--- src/logic/qbp_defs.svh ---
`ifndef QBP_DEFS_SVH
`define QBP_DEFS_SVH

// port latch register offsets on the internal special-function bus
`define QBP_OFF_PORT_ONE   8'h90
`define QBP_OFF_PORT_TWO   8'ha0
`define QBP_OFF_PORT_THREE 8'hb0
`define QBP_OFF_PORT_FOUR  8'hc0

// latch reset value and unmapped read value
`define QBP_LATCH_RST      8'hff
`define QBP_UNMAPPED_RD    8'hff

// strong pull-up kick, in oscillator periods, and as clock cycles
`define QBP_KICK_PERIODS   2
`define QBP_OSC_PER_CLOCK  1
`define QBP_KICK_CYCLES    (`QBP_KICK_PERIODS * `QBP_OSC_PER_CLOCK)

`endif

--- src/logic/qbp_pkg.sv ---
package qbp_pkg;

  // operation class presented by the core with each port access
  typedef enum logic [3:0] {
    QBP_OP_PLAIN   = 4'h0,
    QBP_OP_AND     = 4'h1,
    QBP_OP_OR      = 4'h2,
    QBP_OP_XOR     = 4'h3,
    QBP_OP_JBC     = 4'h4,
    QBP_OP_CPL     = 4'h5,
    QBP_OP_INC     = 4'h6,
    QBP_OP_DEC     = 4'h7,
    QBP_OP_DECREMENT_JUMP_NONZERO_OP    = 4'h8,
    QBP_OP_MOVBIT  = 4'h9,
    QBP_OP_CLRBIT  = 4'ha,
    QBP_OP_SETBIT  = 4'hb
  } qbp_op_t;

  typedef enum logic [2:0] {
    QBP_ST_IDLE  = 3'b001,
    QBP_ST_READ  = 3'b010,
    QBP_ST_WRITE = 3'b100
  } qbp_state_t;

  function automatic logic qbp_is_rmw(input qbp_op_t op);
    qbp_is_rmw = (op != QBP_OP_PLAIN);
  endfunction : qbp_is_rmw

endpackage : qbp_pkg

--- src/logic/qbp_bit_merge.sv ---
`timescale 1ns/100ps
module qbp_bit_merge
  import qbp_pkg::*;
(
  input  wire logic [7:0] byte_i,
  input  wire logic [2:0] sel_i,
  input  qbp_op_t         op_i,
  input  wire logic       carry_i,
  output logic      [7:0] byte_o,
  output logic            old_bit_o
);

  logic new_bit;

  always_comb begin
    old_bit_o = byte_i[sel_i];
    case (op_i)
      QBP_OP_MOVBIT: new_bit = carry_i;
      QBP_OP_SETBIT: new_bit = 1'b1;
      QBP_OP_CPL:    new_bit = ~byte_i[sel_i];
      default:       new_bit = 1'b0; // clear bit, jump-and-clear
    endcase
    byte_o = byte_i; // whole byte rides along
    byte_o[sel_i] = new_bit; // only the addressed bit moves
  end

endmodule : qbp_bit_merge

--- src/logic/qbp_pin_cell.sv ---
`timescale 1ns/100ps
module qbp_pin_cell
  import qbp_pkg::*;
(
  input  wire logic clock_i,
  input  wire logic rst_n_i,
  input  wire logic buf_i,
  input  wire logic pin_i,
  input  wire logic kick_en_i,
  output logic      pulldown_o,
  output logic      kick_o,
  output logic      keeper_o,
  output logic      very_weak_o
);

  `include "qbp_defs.svh"

  localparam logic [1:0] KICK_LOAD = 2'(`QBP_KICK_CYCLES);

  logic       buf_prev_reg;
  logic       buf_prev_next;
  logic [1:0] kick_cnt_reg;
  logic [1:0] kick_cnt_next;
  logic       pulldown_reg;
  logic       pulldown_next;
  logic       kick_reg;
  logic       kick_next;
  logic       keeper_reg;
  logic       keeper_next;
  logic       very_weak_reg;
  logic       very_weak_next;

  always_comb begin
    buf_prev_next = buf_i;
    if (buf_i && !buf_prev_reg && kick_en_i) begin
      kick_cnt_next = KICK_LOAD; // zero-to-one edge of the buffer
    end else if (kick_cnt_reg != 2'h0) begin
      kick_cnt_next = kick_cnt_reg - 2'h1;
    end else begin
      kick_cnt_next = 2'h0;
    end
    pulldown_next  = ~buf_i; // latch zero drives low
    kick_next      = buf_i && (kick_cnt_next != 2'h0);
    keeper_next    = buf_i && pin_i; // keeper follows the pin
    very_weak_next = buf_i; // on exactly while pull-down is off
  end

  always_ff @(posedge clock_i) begin
    if (!rst_n_i) begin
      // reset leaves only the pin held high, never a kick
      buf_prev_reg  <= 1'b1;
      kick_cnt_reg  <= 2'h0;
      pulldown_reg  <= 1'b0;
      kick_reg      <= 1'b0;
      keeper_reg    <= 1'b1;
      very_weak_reg <= 1'b1;
    end else begin
      buf_prev_reg  <= buf_prev_next;
      kick_cnt_reg  <= kick_cnt_next;
      pulldown_reg  <= pulldown_next;
      kick_reg      <= kick_next;
      keeper_reg    <= keeper_next;
      very_weak_reg <= very_weak_next;
    end
  end

  assign pulldown_o  = pulldown_reg;
  assign kick_o      = kick_reg;
  assign keeper_o    = keeper_reg;
  assign very_weak_o = very_weak_reg;

  property p_kick_two;
    @(posedge clock_i) disable iff (!rst_n_i)
    (kick_en_i && $rose(buf_i)) ##1 buf_i |=> kick_reg ##1 !kick_reg;
  endproperty
  a_kick_two: assert property (p_kick_two)
    else $error("strong kick not two cycles");

  property p_keeper;
    @(posedge clock_i) disable iff (!rst_n_i)
    (buf_i && pin_i) |=> keeper_reg;
  endproperty
  a_keeper: assert property (p_keeper)
    else $error("keeper off while pin high");

  property p_very_weak;
    @(posedge clock_i) disable iff (!rst_n_i)
    pulldown_reg |-> !very_weak_reg && !keeper_reg;
  endproperty
  a_very_weak: assert property (p_very_weak)
    else $error("pull-up on with pull-down");

  property p_no_kick_reset;
    @(posedge clock_i) disable iff (!rst_n_i)
    $rose(rst_n_i) |-> !kick_reg && keeper_reg && !pulldown_reg;
  endproperty
  a_no_kick_reset: assert property (p_no_kick_reset)
    else $error("kick active out of reset");

  property p_low_drive;
    @(posedge clock_i) disable iff (!rst_n_i)
    !buf_i |=> pulldown_reg && !kick_reg && !keeper_reg && !very_weak_reg;
  endproperty
  a_low_drive: assert property (p_low_drive)
    else $error("latch zero not driving low");

  property p_release;
    @(posedge clock_i) disable iff (!rst_n_i)
    !buf_i ##1 buf_i |=> !pulldown_reg && very_weak_reg;
  endproperty
  a_release: assert property (p_release)
    else $error("pin not released to input");

  c_kick: cover property (@(posedge clock_i) disable iff (!rst_n_i)
    $rose(kick_reg));

endmodule : qbp_pin_cell

--- src/logic/qbp_port_latch.sv ---
// Notes on behaviour
// - read-modify-write accesses to a port read the latch, not the pins.
// - and, or, xor, jbc, cpl, inc, dec, decrement_jump_nonzero_op and bit moves count as such.
// - bit writes read all eight bits, change one, write the byte back.
// - any other port read returns the sensed pin levels.
// - ports one, two, three, four are quasi-bidirectional with internal pull-ups.
// - every reset sets all latch bits to one.
// - writing one after zero releases the pull-down and pulls the pin high.
// - latch changes at cycle end; the output buffer one cycle later.
// - each zero-to-one latch edge on ports one, three, four enables the strong pull-up for 2 periods.
// - weak keeper pull-up is on while the pin senses one.
// - very weak pull-up is on exactly while the pull-down is off.
// - no strong kick during reset; the keeper and the very weak pull-up hold the pin.
`timescale 1ns/100ps
module qbp_port_latch
  import qbp_pkg::*;
#(
  parameter int         PORTS          = 4,
  parameter int         WIDTH          = 8,
  parameter logic [3:0] KICK_PORT_MASK = 4'b1101
)(
  input  wire logic                         clock_i,
  input  wire logic                         rst_n_i,
  input  wire logic [7:0]                   sfr_addr_i,
  input  wire logic                         sfr_rd_i,
  input  wire logic                         sfr_wr_i,
  input  wire logic [7:0]                   sfr_wdata_i,
  input  qbp_op_t                           sfr_op_i,
  input  wire logic                         sfr_bit_i,
  input  wire logic [2:0]                   sfr_bit_sel_i,
  input  wire logic                         sfr_carry_i,
  input  wire logic [PORTS-1:0][WIDTH-1:0]  pin_i,
  output logic      [7:0]                   rd_data_o,
  output logic                              rd_valid_o,
  output logic                              bit_done_o,
  output logic                              bit_old_o,
  output logic      [PORTS-1:0][WIDTH-1:0]  pulldown_o,
  output logic      [PORTS-1:0][WIDTH-1:0]  strong_kick_pullup_o,
  output logic      [PORTS-1:0][WIDTH-1:0]  weak_keeper_pullup_o,
  output logic      [PORTS-1:0][WIDTH-1:0]  very_weak_pullup_o
);

  `include "qbp_defs.svh"

  if (PORTS != 4 || WIDTH != 8) begin : g_check
    $error("qbp_port_latch serves four 8-bit ports only");
  end

  typedef logic [PORTS-1:0][WIDTH-1:0] qbp_ports_t;

  qbp_ports_t latch_reg;
  qbp_ports_t latch_next;
  qbp_ports_t buf_reg;
  qbp_ports_t buf_next;
  qbp_state_t state_reg;
  qbp_state_t state_next;
  logic [1:0] bit_idx_reg;
  logic [1:0] bit_idx_next;
  logic [2:0] bit_sel_reg;
  logic [2:0] bit_sel_next;
  qbp_op_t    bit_op_reg;
  qbp_op_t    bit_op_next;
  logic       carry_reg;
  logic       carry_next;
  logic [7:0] merge_reg;
  logic [7:0] merge_next;
  logic [7:0] rd_data_reg;
  logic [7:0] rd_data_next;
  logic       rd_valid_reg;
  logic       rd_valid_next;
  logic       bit_done_reg;
  logic       bit_done_next;
  logic       bit_old_reg;
  logic       bit_old_next;

  logic       hit;
  logic [1:0] idx;
  logic [7:0] merged;
  logic       merged_old;

  // address decode
  always_comb begin
    hit = 1'b1;
    idx = 2'd0;
    if (sfr_addr_i == `QBP_OFF_PORT_ONE) begin
      idx = 2'd0;
    end else if (sfr_addr_i == `QBP_OFF_PORT_TWO) begin
      idx = 2'd1;
    end else if (sfr_addr_i == `QBP_OFF_PORT_THREE) begin
      idx = 2'd2;
    end else if (sfr_addr_i == `QBP_OFF_PORT_FOUR) begin
      idx = 2'd3;
    end else begin
      hit = 1'b0;
    end
  end

  qbp_bit_merge u_merge (
    .byte_i    (latch_reg[bit_idx_reg]), // latch, not pins
    .sel_i     (bit_sel_reg),
    .op_i      (bit_op_reg),
    .carry_i   (carry_reg),
    .byte_o    (merged),
    .old_bit_o (merged_old)
  );

  // read path
  always_comb begin
    rd_valid_next = sfr_rd_i;
    rd_data_next  = `QBP_UNMAPPED_RD;
    if (sfr_rd_i && hit) begin
      if (qbp_is_rmw(sfr_op_i)) begin
        rd_data_next = latch_reg[idx];
      end else begin
        // a loaded pin may read low with the latch at one
        rd_data_next = pin_i[idx];
      end
    end
  end

  // latch, buffer and bit sequencer
  always_comb begin
    latch_next    = latch_reg;
    buf_next      = latch_reg; // output buffer follows the latch one cycle late
    state_next    = state_reg;
    bit_idx_next  = bit_idx_reg;
    bit_sel_next  = bit_sel_reg;
    bit_op_next   = bit_op_reg;
    carry_next    = carry_reg;
    merge_next    = merge_reg;
    bit_done_next = 1'b0;
    bit_old_next  = bit_old_reg;
    case (state_reg)
      QBP_ST_IDLE: begin
        if (sfr_bit_i && hit) begin
          bit_idx_next = idx;
          bit_sel_next = sfr_bit_sel_i;
          bit_op_next  = sfr_op_i;
          carry_next   = sfr_carry_i;
          state_next   = QBP_ST_READ;
        end else if (sfr_wr_i && hit) begin
          latch_next[idx] = sfr_wdata_i; // end of write cycle
        end
      end
      QBP_ST_READ: begin
        merge_next   = merged;
        bit_old_next = merged_old;
        state_next   = QBP_ST_WRITE;
      end
      QBP_ST_WRITE: begin
        latch_next[bit_idx_reg] = merge_reg; // full byte back
        bit_done_next           = 1'b1;
        state_next              = QBP_ST_IDLE;
      end
      default: begin
        state_next = QBP_ST_IDLE;
      end
    endcase
  end

  always_ff @(posedge clock_i) begin
    if (!rst_n_i) begin
      latch_reg    <= {PORTS{`QBP_LATCH_RST}};
      buf_reg      <= {PORTS{`QBP_LATCH_RST}};
      state_reg    <= QBP_ST_IDLE;
      bit_idx_reg  <= 2'd0;
      bit_sel_reg  <= 3'h0;
      bit_op_reg   <= QBP_OP_PLAIN;
      carry_reg    <= 1'b0;
      merge_reg    <= 8'h00;
      rd_data_reg  <= 8'h00;
      rd_valid_reg <= 1'b0;
      bit_done_reg <= 1'b0;
      bit_old_reg  <= 1'b0;
    end else begin
      latch_reg    <= latch_next;
      buf_reg      <= buf_next;
      state_reg    <= state_next;
      bit_idx_reg  <= bit_idx_next;
      bit_sel_reg  <= bit_sel_next;
      bit_op_reg   <= bit_op_next;
      carry_reg    <= carry_next;
      merge_reg    <= merge_next;
      rd_data_reg  <= rd_data_next;
      rd_valid_reg <= rd_valid_next;
      bit_done_reg <= bit_done_next;
      bit_old_reg  <= bit_old_next;
    end
  end

  assign rd_data_o  = rd_data_reg;
  assign rd_valid_o = rd_valid_reg;
  assign bit_done_o = bit_done_reg;
  assign bit_old_o  = bit_old_reg;

  // one drive cell per pin; port two has no kick device
  for (genvar p = 0; p < PORTS; p++) begin : g_port
    for (genvar b = 0; b < WIDTH; b++) begin : g_bit
      qbp_pin_cell u_cell (
        .clock_i     (clock_i),
        .rst_n_i     (rst_n_i),
        .buf_i       (buf_reg[p][b]),
        .pin_i       (pin_i[p][b]),
        .kick_en_i   (KICK_PORT_MASK[p]),
        .pulldown_o  (pulldown_o[p][b]),
        .kick_o      (strong_kick_pullup_o[p][b]),
        .keeper_o    (weak_keeper_pullup_o[p][b]),
        .very_weak_o (very_weak_pullup_o[p][b])
      );
    end
  end

  property p_rmw_latch;
    @(posedge clock_i) disable iff (!rst_n_i)
    (sfr_rd_i && hit && sfr_op_i != QBP_OP_PLAIN)
      |=> rd_valid_reg && rd_data_reg == $past(latch_reg[idx]);
  endproperty
  a_rmw_latch: assert property (p_rmw_latch)
    else $error("rmw read did not return latch");

  property p_rmw_decrement_jump_nonzero_op;
    @(posedge clock_i) disable iff (!rst_n_i)
    (sfr_rd_i && hit && sfr_op_i == QBP_OP_DECREMENT_JUMP_NONZERO_OP)
      |=> rd_data_reg == $past(latch_reg[idx]);
  endproperty
  a_rmw_decrement_jump_nonzero_op: assert property (p_rmw_decrement_jump_nonzero_op)
    else $error("decrement_jump_nonzero_op read not from latch");

  property p_plain_pin;
    @(posedge clock_i) disable iff (!rst_n_i)
    (sfr_rd_i && hit && sfr_op_i == QBP_OP_PLAIN)
      |=> rd_data_reg == $past(pin_i[idx]);
  endproperty
  a_plain_pin: assert property (p_plain_pin)
    else $error("plain read did not return pins");

  property p_bit_write;
    @(posedge clock_i) disable iff (!rst_n_i)
    (state_reg == QBP_ST_IDLE && sfr_bit_i && hit
      && sfr_op_i == QBP_OP_SETBIT)
      ##2 (state_reg == QBP_ST_WRITE)
      |=> latch_reg[bit_idx_reg][bit_sel_reg] && bit_done_reg;
  endproperty
  a_bit_write: assert property (p_bit_write)
    else $error("set bit did not land in latch");

  property p_reset_ones;
    @(posedge clock_i) disable iff (!rst_n_i)
    $rose(rst_n_i) |-> latch_reg == {PORTS{`QBP_LATCH_RST}};
  endproperty
  a_reset_ones: assert property (p_reset_ones)
    else $error("latch not all ones after reset");

  property p_buf_lag;
    @(posedge clock_i) disable iff (!rst_n_i)
    $changed(latch_reg) |=> buf_reg == $past(latch_reg);
  endproperty
  a_buf_lag: assert property (p_buf_lag)
    else $error("output buffer did not follow latch");

  property p_wr_lands;
    @(posedge clock_i) disable iff (!rst_n_i)
    (sfr_wr_i && hit && !sfr_bit_i && state_reg == QBP_ST_IDLE)
      |=> latch_reg[$past(idx)] == $past(sfr_wdata_i);
  endproperty
  a_wr_lands: assert property (p_wr_lands)
    else $error("byte write did not reach latch");

  property p_busy_hold;
    @(posedge clock_i) disable iff (!rst_n_i)
    state_reg == QBP_ST_READ |=> $stable(latch_reg);
  endproperty
  a_busy_hold: assert property (p_busy_hold)
    else $error("latch moved inside a bit operation");

  property p_one_bit;
    @(posedge clock_i) disable iff (!rst_n_i)
    state_reg == QBP_ST_WRITE
      |=> $onehot0(latch_reg[bit_idx_reg] ^ $past(latch_reg[bit_idx_reg]));
  endproperty
  a_one_bit: assert property (p_one_bit)
    else $error("bit operation changed more than one bit");

  property p_bit_old;
    @(posedge clock_i) disable iff (!rst_n_i)
    state_reg == QBP_ST_READ
      |=> bit_old_reg == $past(latch_reg[bit_idx_reg][bit_sel_reg]);
  endproperty
  a_bit_old: assert property (p_bit_old)
    else $error("bit operation did not read the latch");

  property p_clr_write;
    @(posedge clock_i) disable iff (!rst_n_i)
    (state_reg == QBP_ST_WRITE && bit_op_reg == QBP_OP_CLRBIT)
      |=> !latch_reg[bit_idx_reg][bit_sel_reg];
  endproperty
  a_clr_write: assert property (p_clr_write)
    else $error("clear bit did not land in latch");

  c_rmw_read: cover property (@(posedge clock_i) disable iff (!rst_n_i)
    sfr_rd_i && hit && sfr_op_i == QBP_OP_XOR);
  c_bit_op: cover property (@(posedge clock_i) disable iff (!rst_n_i)
    bit_done_reg);
  c_pin_diff: cover property (@(posedge clock_i) disable iff (!rst_n_i)
    sfr_rd_i && hit && sfr_op_i == QBP_OP_PLAIN
      && pin_i[idx] != latch_reg[idx]);

endmodule : qbp_port_latch

--- config.mk ---
export PLATFORM = sky130hd
export DESIGN_NAME = qbp_port_latch
export DESIGN_NICKNAME = d
export VERILOG_FILES = /design/src/logic/qbp_pkg.sv /design/src/logic/qbp_bit_merge.sv /design/src/logic/qbp_pin_cell.sv /design/src/logic/qbp_port_latch.sv
export VERILOG_INCLUDE_DIRS = /design/src /design/src/logic
export SDC_FILE = /design/constraint.sdc
export NUM_CORES = 1
export LEC_CHECK = 0
export BUFFER_PORTS_ARGS = -buffer_cell sky130_fd_sc_hd__buf_2
export CORE_AREA = 2 2 103 205
export CTS_CLUSTER_DIAMETER = 50
export DETAILED_ROUTE_END_ITERATION = 8
export DIE_AREA = 0 0 105 207
export PLACE_DENSITY = 0.78
export SYNTH_ARGS = -nofsm -noshare
export SYNTH_HDL_FRONTEND = slang
export SYNTH_SLANG_ARGS = --single-unit
--- constraint.sdc ---
create_clock -name clock_i -period 3.85 [get_ports clock_i]
set_clock_uncertainty 0.1 [all_clocks]
set_input_delay 0.77 -clock clock_i [delete_from_list [all_inputs] [get_ports clock_i]]
set_output_delay 0.77 -clock clock_i [all_outputs]
set_load 0.01 [all_outputs]
Word-level counts from Yosys, hierarchy flattened. Cells that the tools add are included. Widths: inputs -> output; s select.

Register bits: 288. Input bits: 61. Output and inout bits: 139. Logic and storage cells: 538.

$add $sub $neg: 32. $lt $le $gt $ge: 6. Equal/unequal tests: 13. Multiplexer cells: 90. Bitwise logic cells: 33. Reductions and logical operators: 186.

Operators with widths (number): $reduce_bool 2->1 (65); $mux 2 (60); $logic_and 1x1->1 (94); $bwmux 32 (2); $mux 32 (2); $pmux 32 s2 (1); $sub 2x1->2 const B (32); $mux 8 (7); $bmux 8 s2 (3); $not 1->1 (33); $demux 8 s2 (2); $eq 8x8->1 const B (4); $logic_not 1->1 (24); $bwmux 8 (1); $eq 4x4->1 const B (2); $mux 1 (7); $lt 2x3->1 const B (2); $ne 2x2->1 const B (3); $pmux 3 s2 (1); $eq 4x3->1 const B (1); $ge 2x1->1 const B (2); $lt 3x4->1 const B (1); $reduce_bool 4->1 (1); $bmux 1 s3 (1); other kinds (9) (9).

Logic depth before layout (Yosys ltp).
Depth after elaboration: 13. Depth in mapped cells: 8. Mapped depth without buffers: 5.

Hierarchy. Synthesis repeated with hierarchy kept, for this count alone.

Cell total of the unflattened synthesis: 1019. Area total of the unflattened synthesis: 10641.5 µm².

Modules (own cells, without submodules): qbp_pin_cell (times used 32, cells an instance 16, area an instance 187.7 µm², seq. area each 120.1 µm²); qbp_port_latch (times used 1, cells an instance 451, area an instance 4289.1 µm², seq. area each 1921.8 µm²); qbp_bit_merge (times used 1, cells an instance 56, area an instance 346.6 µm², seq. area each 0.0 µm²).

Worst setup path after synthesis. Ideal clock, no wire load.

Path type: input port to flip-flop. From: input sfr_addr_i[1]. To: register latch_reg (netlist bit buf_next[25]). Setup time: 0.122 ns. Arrival time: 2.341 ns. Data required time: 3.628 ns. Setup slack: 1.287 ns. Stages on the path: 6. Buffers on the path: 1. Cell sequence: or4_4 nor3_4 a31oi_1 or2_1 clkbuf_1 a221o_1.

Cells in the longest elaborated chain, start to end: 13. Elaborated cells on any way between the ends: 26. Classes of those cells: order compare (2); eq/ne (6); mux (14); reduce/logical (4).

Ends and longest elaborated chain: start: declaration (RTL line qbp_port_latch.sv:24) `input wire logic [7:0] sfr_addr_i,`; $eq 8x8->1 (no source line); $mux 2 (RTL line qbp_port_latch.sv:91) `` end else if (sfr_addr_i == `QBP_OFF_PORT_FOUR) begin ``; $mux 2 (RTL line qbp_port_latch.sv:89) `` end else if (sfr_addr_i == `QBP_OFF_PORT_THREE) begin ``; $mux 2 (RTL line qbp_port_latch.sv:87) `` end else if (sfr_addr_i == `QBP_OFF_PORT_TWO) begin ``; $mux 2 (RTL line qbp_port_latch.sv:85) `` if (sfr_addr_i == `QBP_OFF_PORT_ONE) begin ``; $lt 2x3->1 (not written as such) / $ge 2x1->1 (equally long branches) (RTL line qbp_port_latch.sv:142) `latch_next[idx] = sfr_wdata_i;`; $logic_and 1x1->1 (not written as such) (RTL line qbp_port_latch.sv:142); $mux 8 (not written as such) (RTL line qbp_port_latch.sv:142); $demux 8 s2 (RTL line qbp_port_latch.sv:142); $bwmux 32 (RTL line qbp_port_latch.sv:142); $mux 32 (RTL line qbp_port_latch.sv:141) `end else if (sfr_wr_i && hit) begin`; $mux 32 (RTL line qbp_port_latch.sv:135) `if (sfr_bit_i && hit) begin`; $pmux 32 s2 (RTL line qbp_port_latch.sv:133) `case (state_reg)`; end signal: assignment (RTL line qbp_port_latch.sv:163) `` latch_reg <= {PORTS{`QBP_LATCH_RST}}; ``; end signal: assignment (RTL line qbp_port_latch.sv:176) `latch_reg <= latch_next;`; end: declaration (RTL line qbp_port_latch.sv:51) `qbp_ports_t latch_reg;`.

Parallel ways exist; a longest one is shown, timed or not. The select of a mux whose other input is x is not followed. A chain may end at the register's enable or synchronous reset.

Worst setup path after layout.
From: register bit_idx_reg[0]. To: register merge_reg[6].

Cells in the longest elaborated chain, start to end: 7.

Ends and longest elaborated chain: start: declaration (RTL line qbp_port_latch.sv:57) `logic [1:0] bit_idx_reg;`; start signal: assignment (RTL line qbp_port_latch.sv:179) `bit_idx_reg <= bit_idx_next;`; $bmux 8 s2 * (RTL line qbp_port_latch.sv:99) `.byte_i (latch_reg[bit_idx_reg]),`; $mux 8 (not written as such) * (RTL line qbp_port_latch.sv:99); $bmux 1 s3 (RTL line qbp_bit_merge.sv:20) `QBP_OP_CPL: new_bit = ~byte_i[sel_i];`; $mux 1 (not written as such) (RTL line qbp_bit_merge.sv:20); $not 1->1 (RTL line qbp_bit_merge.sv:20); $pmux 1 s3 (RTL line qbp_bit_merge.sv:17) `case (op_i)`; $bwmux 8 * (RTL line qbp_bit_merge.sv:24) `byte_o[sel_i] = new_bit;`; end signal: assignment (RTL line qbp_port_latch.sv:183) `merge_reg <= merge_next;`; end: declaration (RTL line qbp_port_latch.sv:65) `logic [7:0] merge_reg;`.

Every way passes the cells marked *; elsewhere a longest branch is shown, timed or not. The select of a mux whose other input is x is not followed.

==> reports/results.ini <==
[worst_setup_path]
slowest_delay_ps = 940
critical_path_arrival_ps = 3170
crit_type = reg2reg
path_delay_family = flip-flops
worst_setup_path_end_kind = flip-flop
worst_setup_path_start_kind = flip-flop
slowest_stage = dfxtp_1
crit_required_ps = 4200
reg2reg_slack_ps = 1020
crit_chain = mux2_2, mux4_2, a32oi_2, a31oi_4, a211oi_2
path_buf_inv = 0
cp_max_fo = 22

[die]
die_y_um = 207
die_w_um = 105
core_um2 = 20200
pin_count = 200
num_rows = 74
die_area_um2 = 21700
start_util = 0.541

[timing]
clock.fmax_mhz = 354
finalHoldViolations = 0
setup_tns_ps = 0
rsz0062_at_grt = false
finalWorstSetupSlack_ps = 1020
worst_pin_slew_ps = 940
final-setup-viol-count = 0
fin_crit_sh = 0.734
layout_min_cycle_time_ps = 2830
drv_slew = 0
slew_headroom = 0.372

[detailed_routing]
totalWireLength_mm = 25.8
avgViaCountPerCell = 5.40
drt_first_pass_iters = 7
drt_iter0_markers = 648
drcViolationCount = 0
vias = 8001
routedWlPerCell_um = 17.4
final_antenna_net_count = 0

[clock_network]
numCtsBuffers = 25
cts_resized = 0
h-tree-depth = 1
cts_tree = built
postCtsSetupBuffers = 0
hold_buffers = 0
clk_latency_ps = 530
path_clk_slew_ps = 70
cts_buffer_depth = 3
cts_sinks = 288
cts_root_buf = clkbuf_16

[yosys]
syn_nets = 1204
synth_cells = 1143
synth_top_area_frac = 0.528
yosysTopAreaCell = dfxtp_1
yosys_most_used_dff = dfxtp_1
synth.distinct_cells = 54
yosysSeqAreaShare = 0.528
ys_ff_latch = 288
syn_area_um2 = 10900
async_reset_ff_frac = 0
synth_area_leaders = dfxtp_1 (53%), buf_4 (8.8%), nand2_1 (4.3%)
synth_edf_count = 0
yosys_warnings = 0
avgSynthCellArea_um2 = 9.56

[global_routing]
antenna_found_initial = 1
grt_usage = 0.232
grt_overflow = 0
grt_pass1_wl_mm = 40.8
grt_max_degree = 177
grt_pass1_vias = 7738

[placed_design]
dpl_cell_area_um2 = 11200
place_ws_ps = 819
port_buffers = 199
placed_cells = 1436
gp_congestion = 0.934
place.detailed.hpwl_mm = 18.6

[cells_and_area]
area_growth_pct = 10.3
fin_area_um2 = 12100
final_cells = 1481
final_nets = 1258
post-route-util = 0.597
drive_gt1_frac = 0.237
largest_register_ffs = 64

[outcome]
outcome = finished, final reports clean

[min_path]
hold_class = reg2reg

[flow_run]
drv_cap = 0

[power]
peakVddDrop_uv = 336
p_per_area_nw_per_um2 = 485
leakage_nw = 5.13

==> path summary, 6_finish.rpt <==
| check | startpoint | cells after the start | endpoint |
|---|---|---|---|
| worst min register to register | g_port[1].g_bit[4].u_cell.kick_cnt_reg[0] | 1 | g_port[1].g_bit[4].u_cell.kick_cnt_reg[0] |
| worst max register to register | bit_idx_reg[0] | 5 | merge_reg[6] |
| worst min-delay path | g_port[1].g_bit[4].u_cell.kick_cnt_reg[0] | 1 | g_port[1].g_bit[4].u_cell.kick_cnt_reg[0] |
| worst max-delay path | bit_idx_reg[0] | 5 | merge_reg[6] |
==> cells in the final DEF, fill, tap and decap left out, types with 3 or more instances in the layout <==
master	count
a211oi_1	8
a211oi_2	4
a21oi_1	64
a221o_1	18
a222oi_1	16
a22o_1	20
a22oi_1	10
a32oi_1	9
and2_1	6
and3_1	18
and3b_1	3
buf_2	198
buf_4	10
bufinv_16	3
clkbuf_16	25
clkbuf_8	4
clkinv_2	3
clkinv_4	3
dfxtp_1	288
inv_1	66
mux2_2	13
mux2i_1	8
nand2_1	125
nand2b_1	57
nand3_1	4
nand3b_1	3
nor2_1	58
nor2b_1	27
nor3_1	4
nor3_2	3
nor3b_1	11
nor4_1	25
o211ai_1	18
o21ai_0	42
==> power by group <==
part / switching [W] / internal (W) / total, W
combinational: 0.000142 / 0.0000814 / 0.000223
sequential: 0.00000789 / 0.00300 / 0.00301
clock: 0.00112 / 0.00149 / 0.00261
==> per-stage QoR <==
stage	hold WS, ps	power, W
2_1_floorplan	282	0.00322
3_3_place_gp	289	0.00330
3_5_place_dp	296	0.00330
4_1_cts	305	0.00589
5_1_grt	326	0.00602
6_report	305	0.00584
==> layout make-up <==
| type | count | area, um^2 |
|---|---|---|
| antenna | 1 | 2.50 |
| clock buffer | 30 | 684 |
| clock inverter | 14 | 183 |
| fill | 1753 | 8130 |
| inverter | 68 | 255 |
| multi-input combinational | 604 | 3720 |
| sequential | 288 | 5770 |
| tap | 266 | 333 |
| timing repair buffer | 210 | 1110 |
==> worst register-to-register path, delay by kind of cell (launching register included) <==
kind            cells  cell delay (ps)
flops               1              940
mux                 2              920
compound gates      3              780
==> cell families after synthesis <==
family                    after synthesis  share of synthesized area
AOI/OAI and AO/OA                     218                      0.140
muxes                                  23                     0.0242
and+or+nand+nor                       362                      0.175
xor gates and xnor gates                1                   0.000802
DFF                                   288                      0.528
buffers and inverters                 251                      0.132
==> metal layers <==
layer	vias up	global-route usage	wire length (um)
li1	3883	-	-
met1	3726	0.281	10300
met2	329	0.395	12700
met3	63	0.0384	1690
met4	0	0.115	1100
met5	-	0	0
==> cells in the mapped netlist (4+ instances only) <==
master / count
dfxtp_1: 288
buf_4: 128
nand2_1: 125
inv_1: 66
a21oi_1: 64
nor2_1: 58
nand2b_1: 57
clkbuf_1: 44
o21ai_0: 42
nor2b_1: 27
nor4_1: 25
a22o_1: 20
a221o_1: 18
and3_1: 18
o211ai_1: 18
a222oi_1: 16
mux2_2: 13
nor3b_1: 11
a22oi_1: 10
a32oi_1: 9
a211oi_1: 8
mux2i_1: 8
and2_1: 6
buf_2: 6
a211oi_2: 4
buf_1: 4
nand3_1: 4
nor3_1: 4
(Power assumes the default switching activity.)
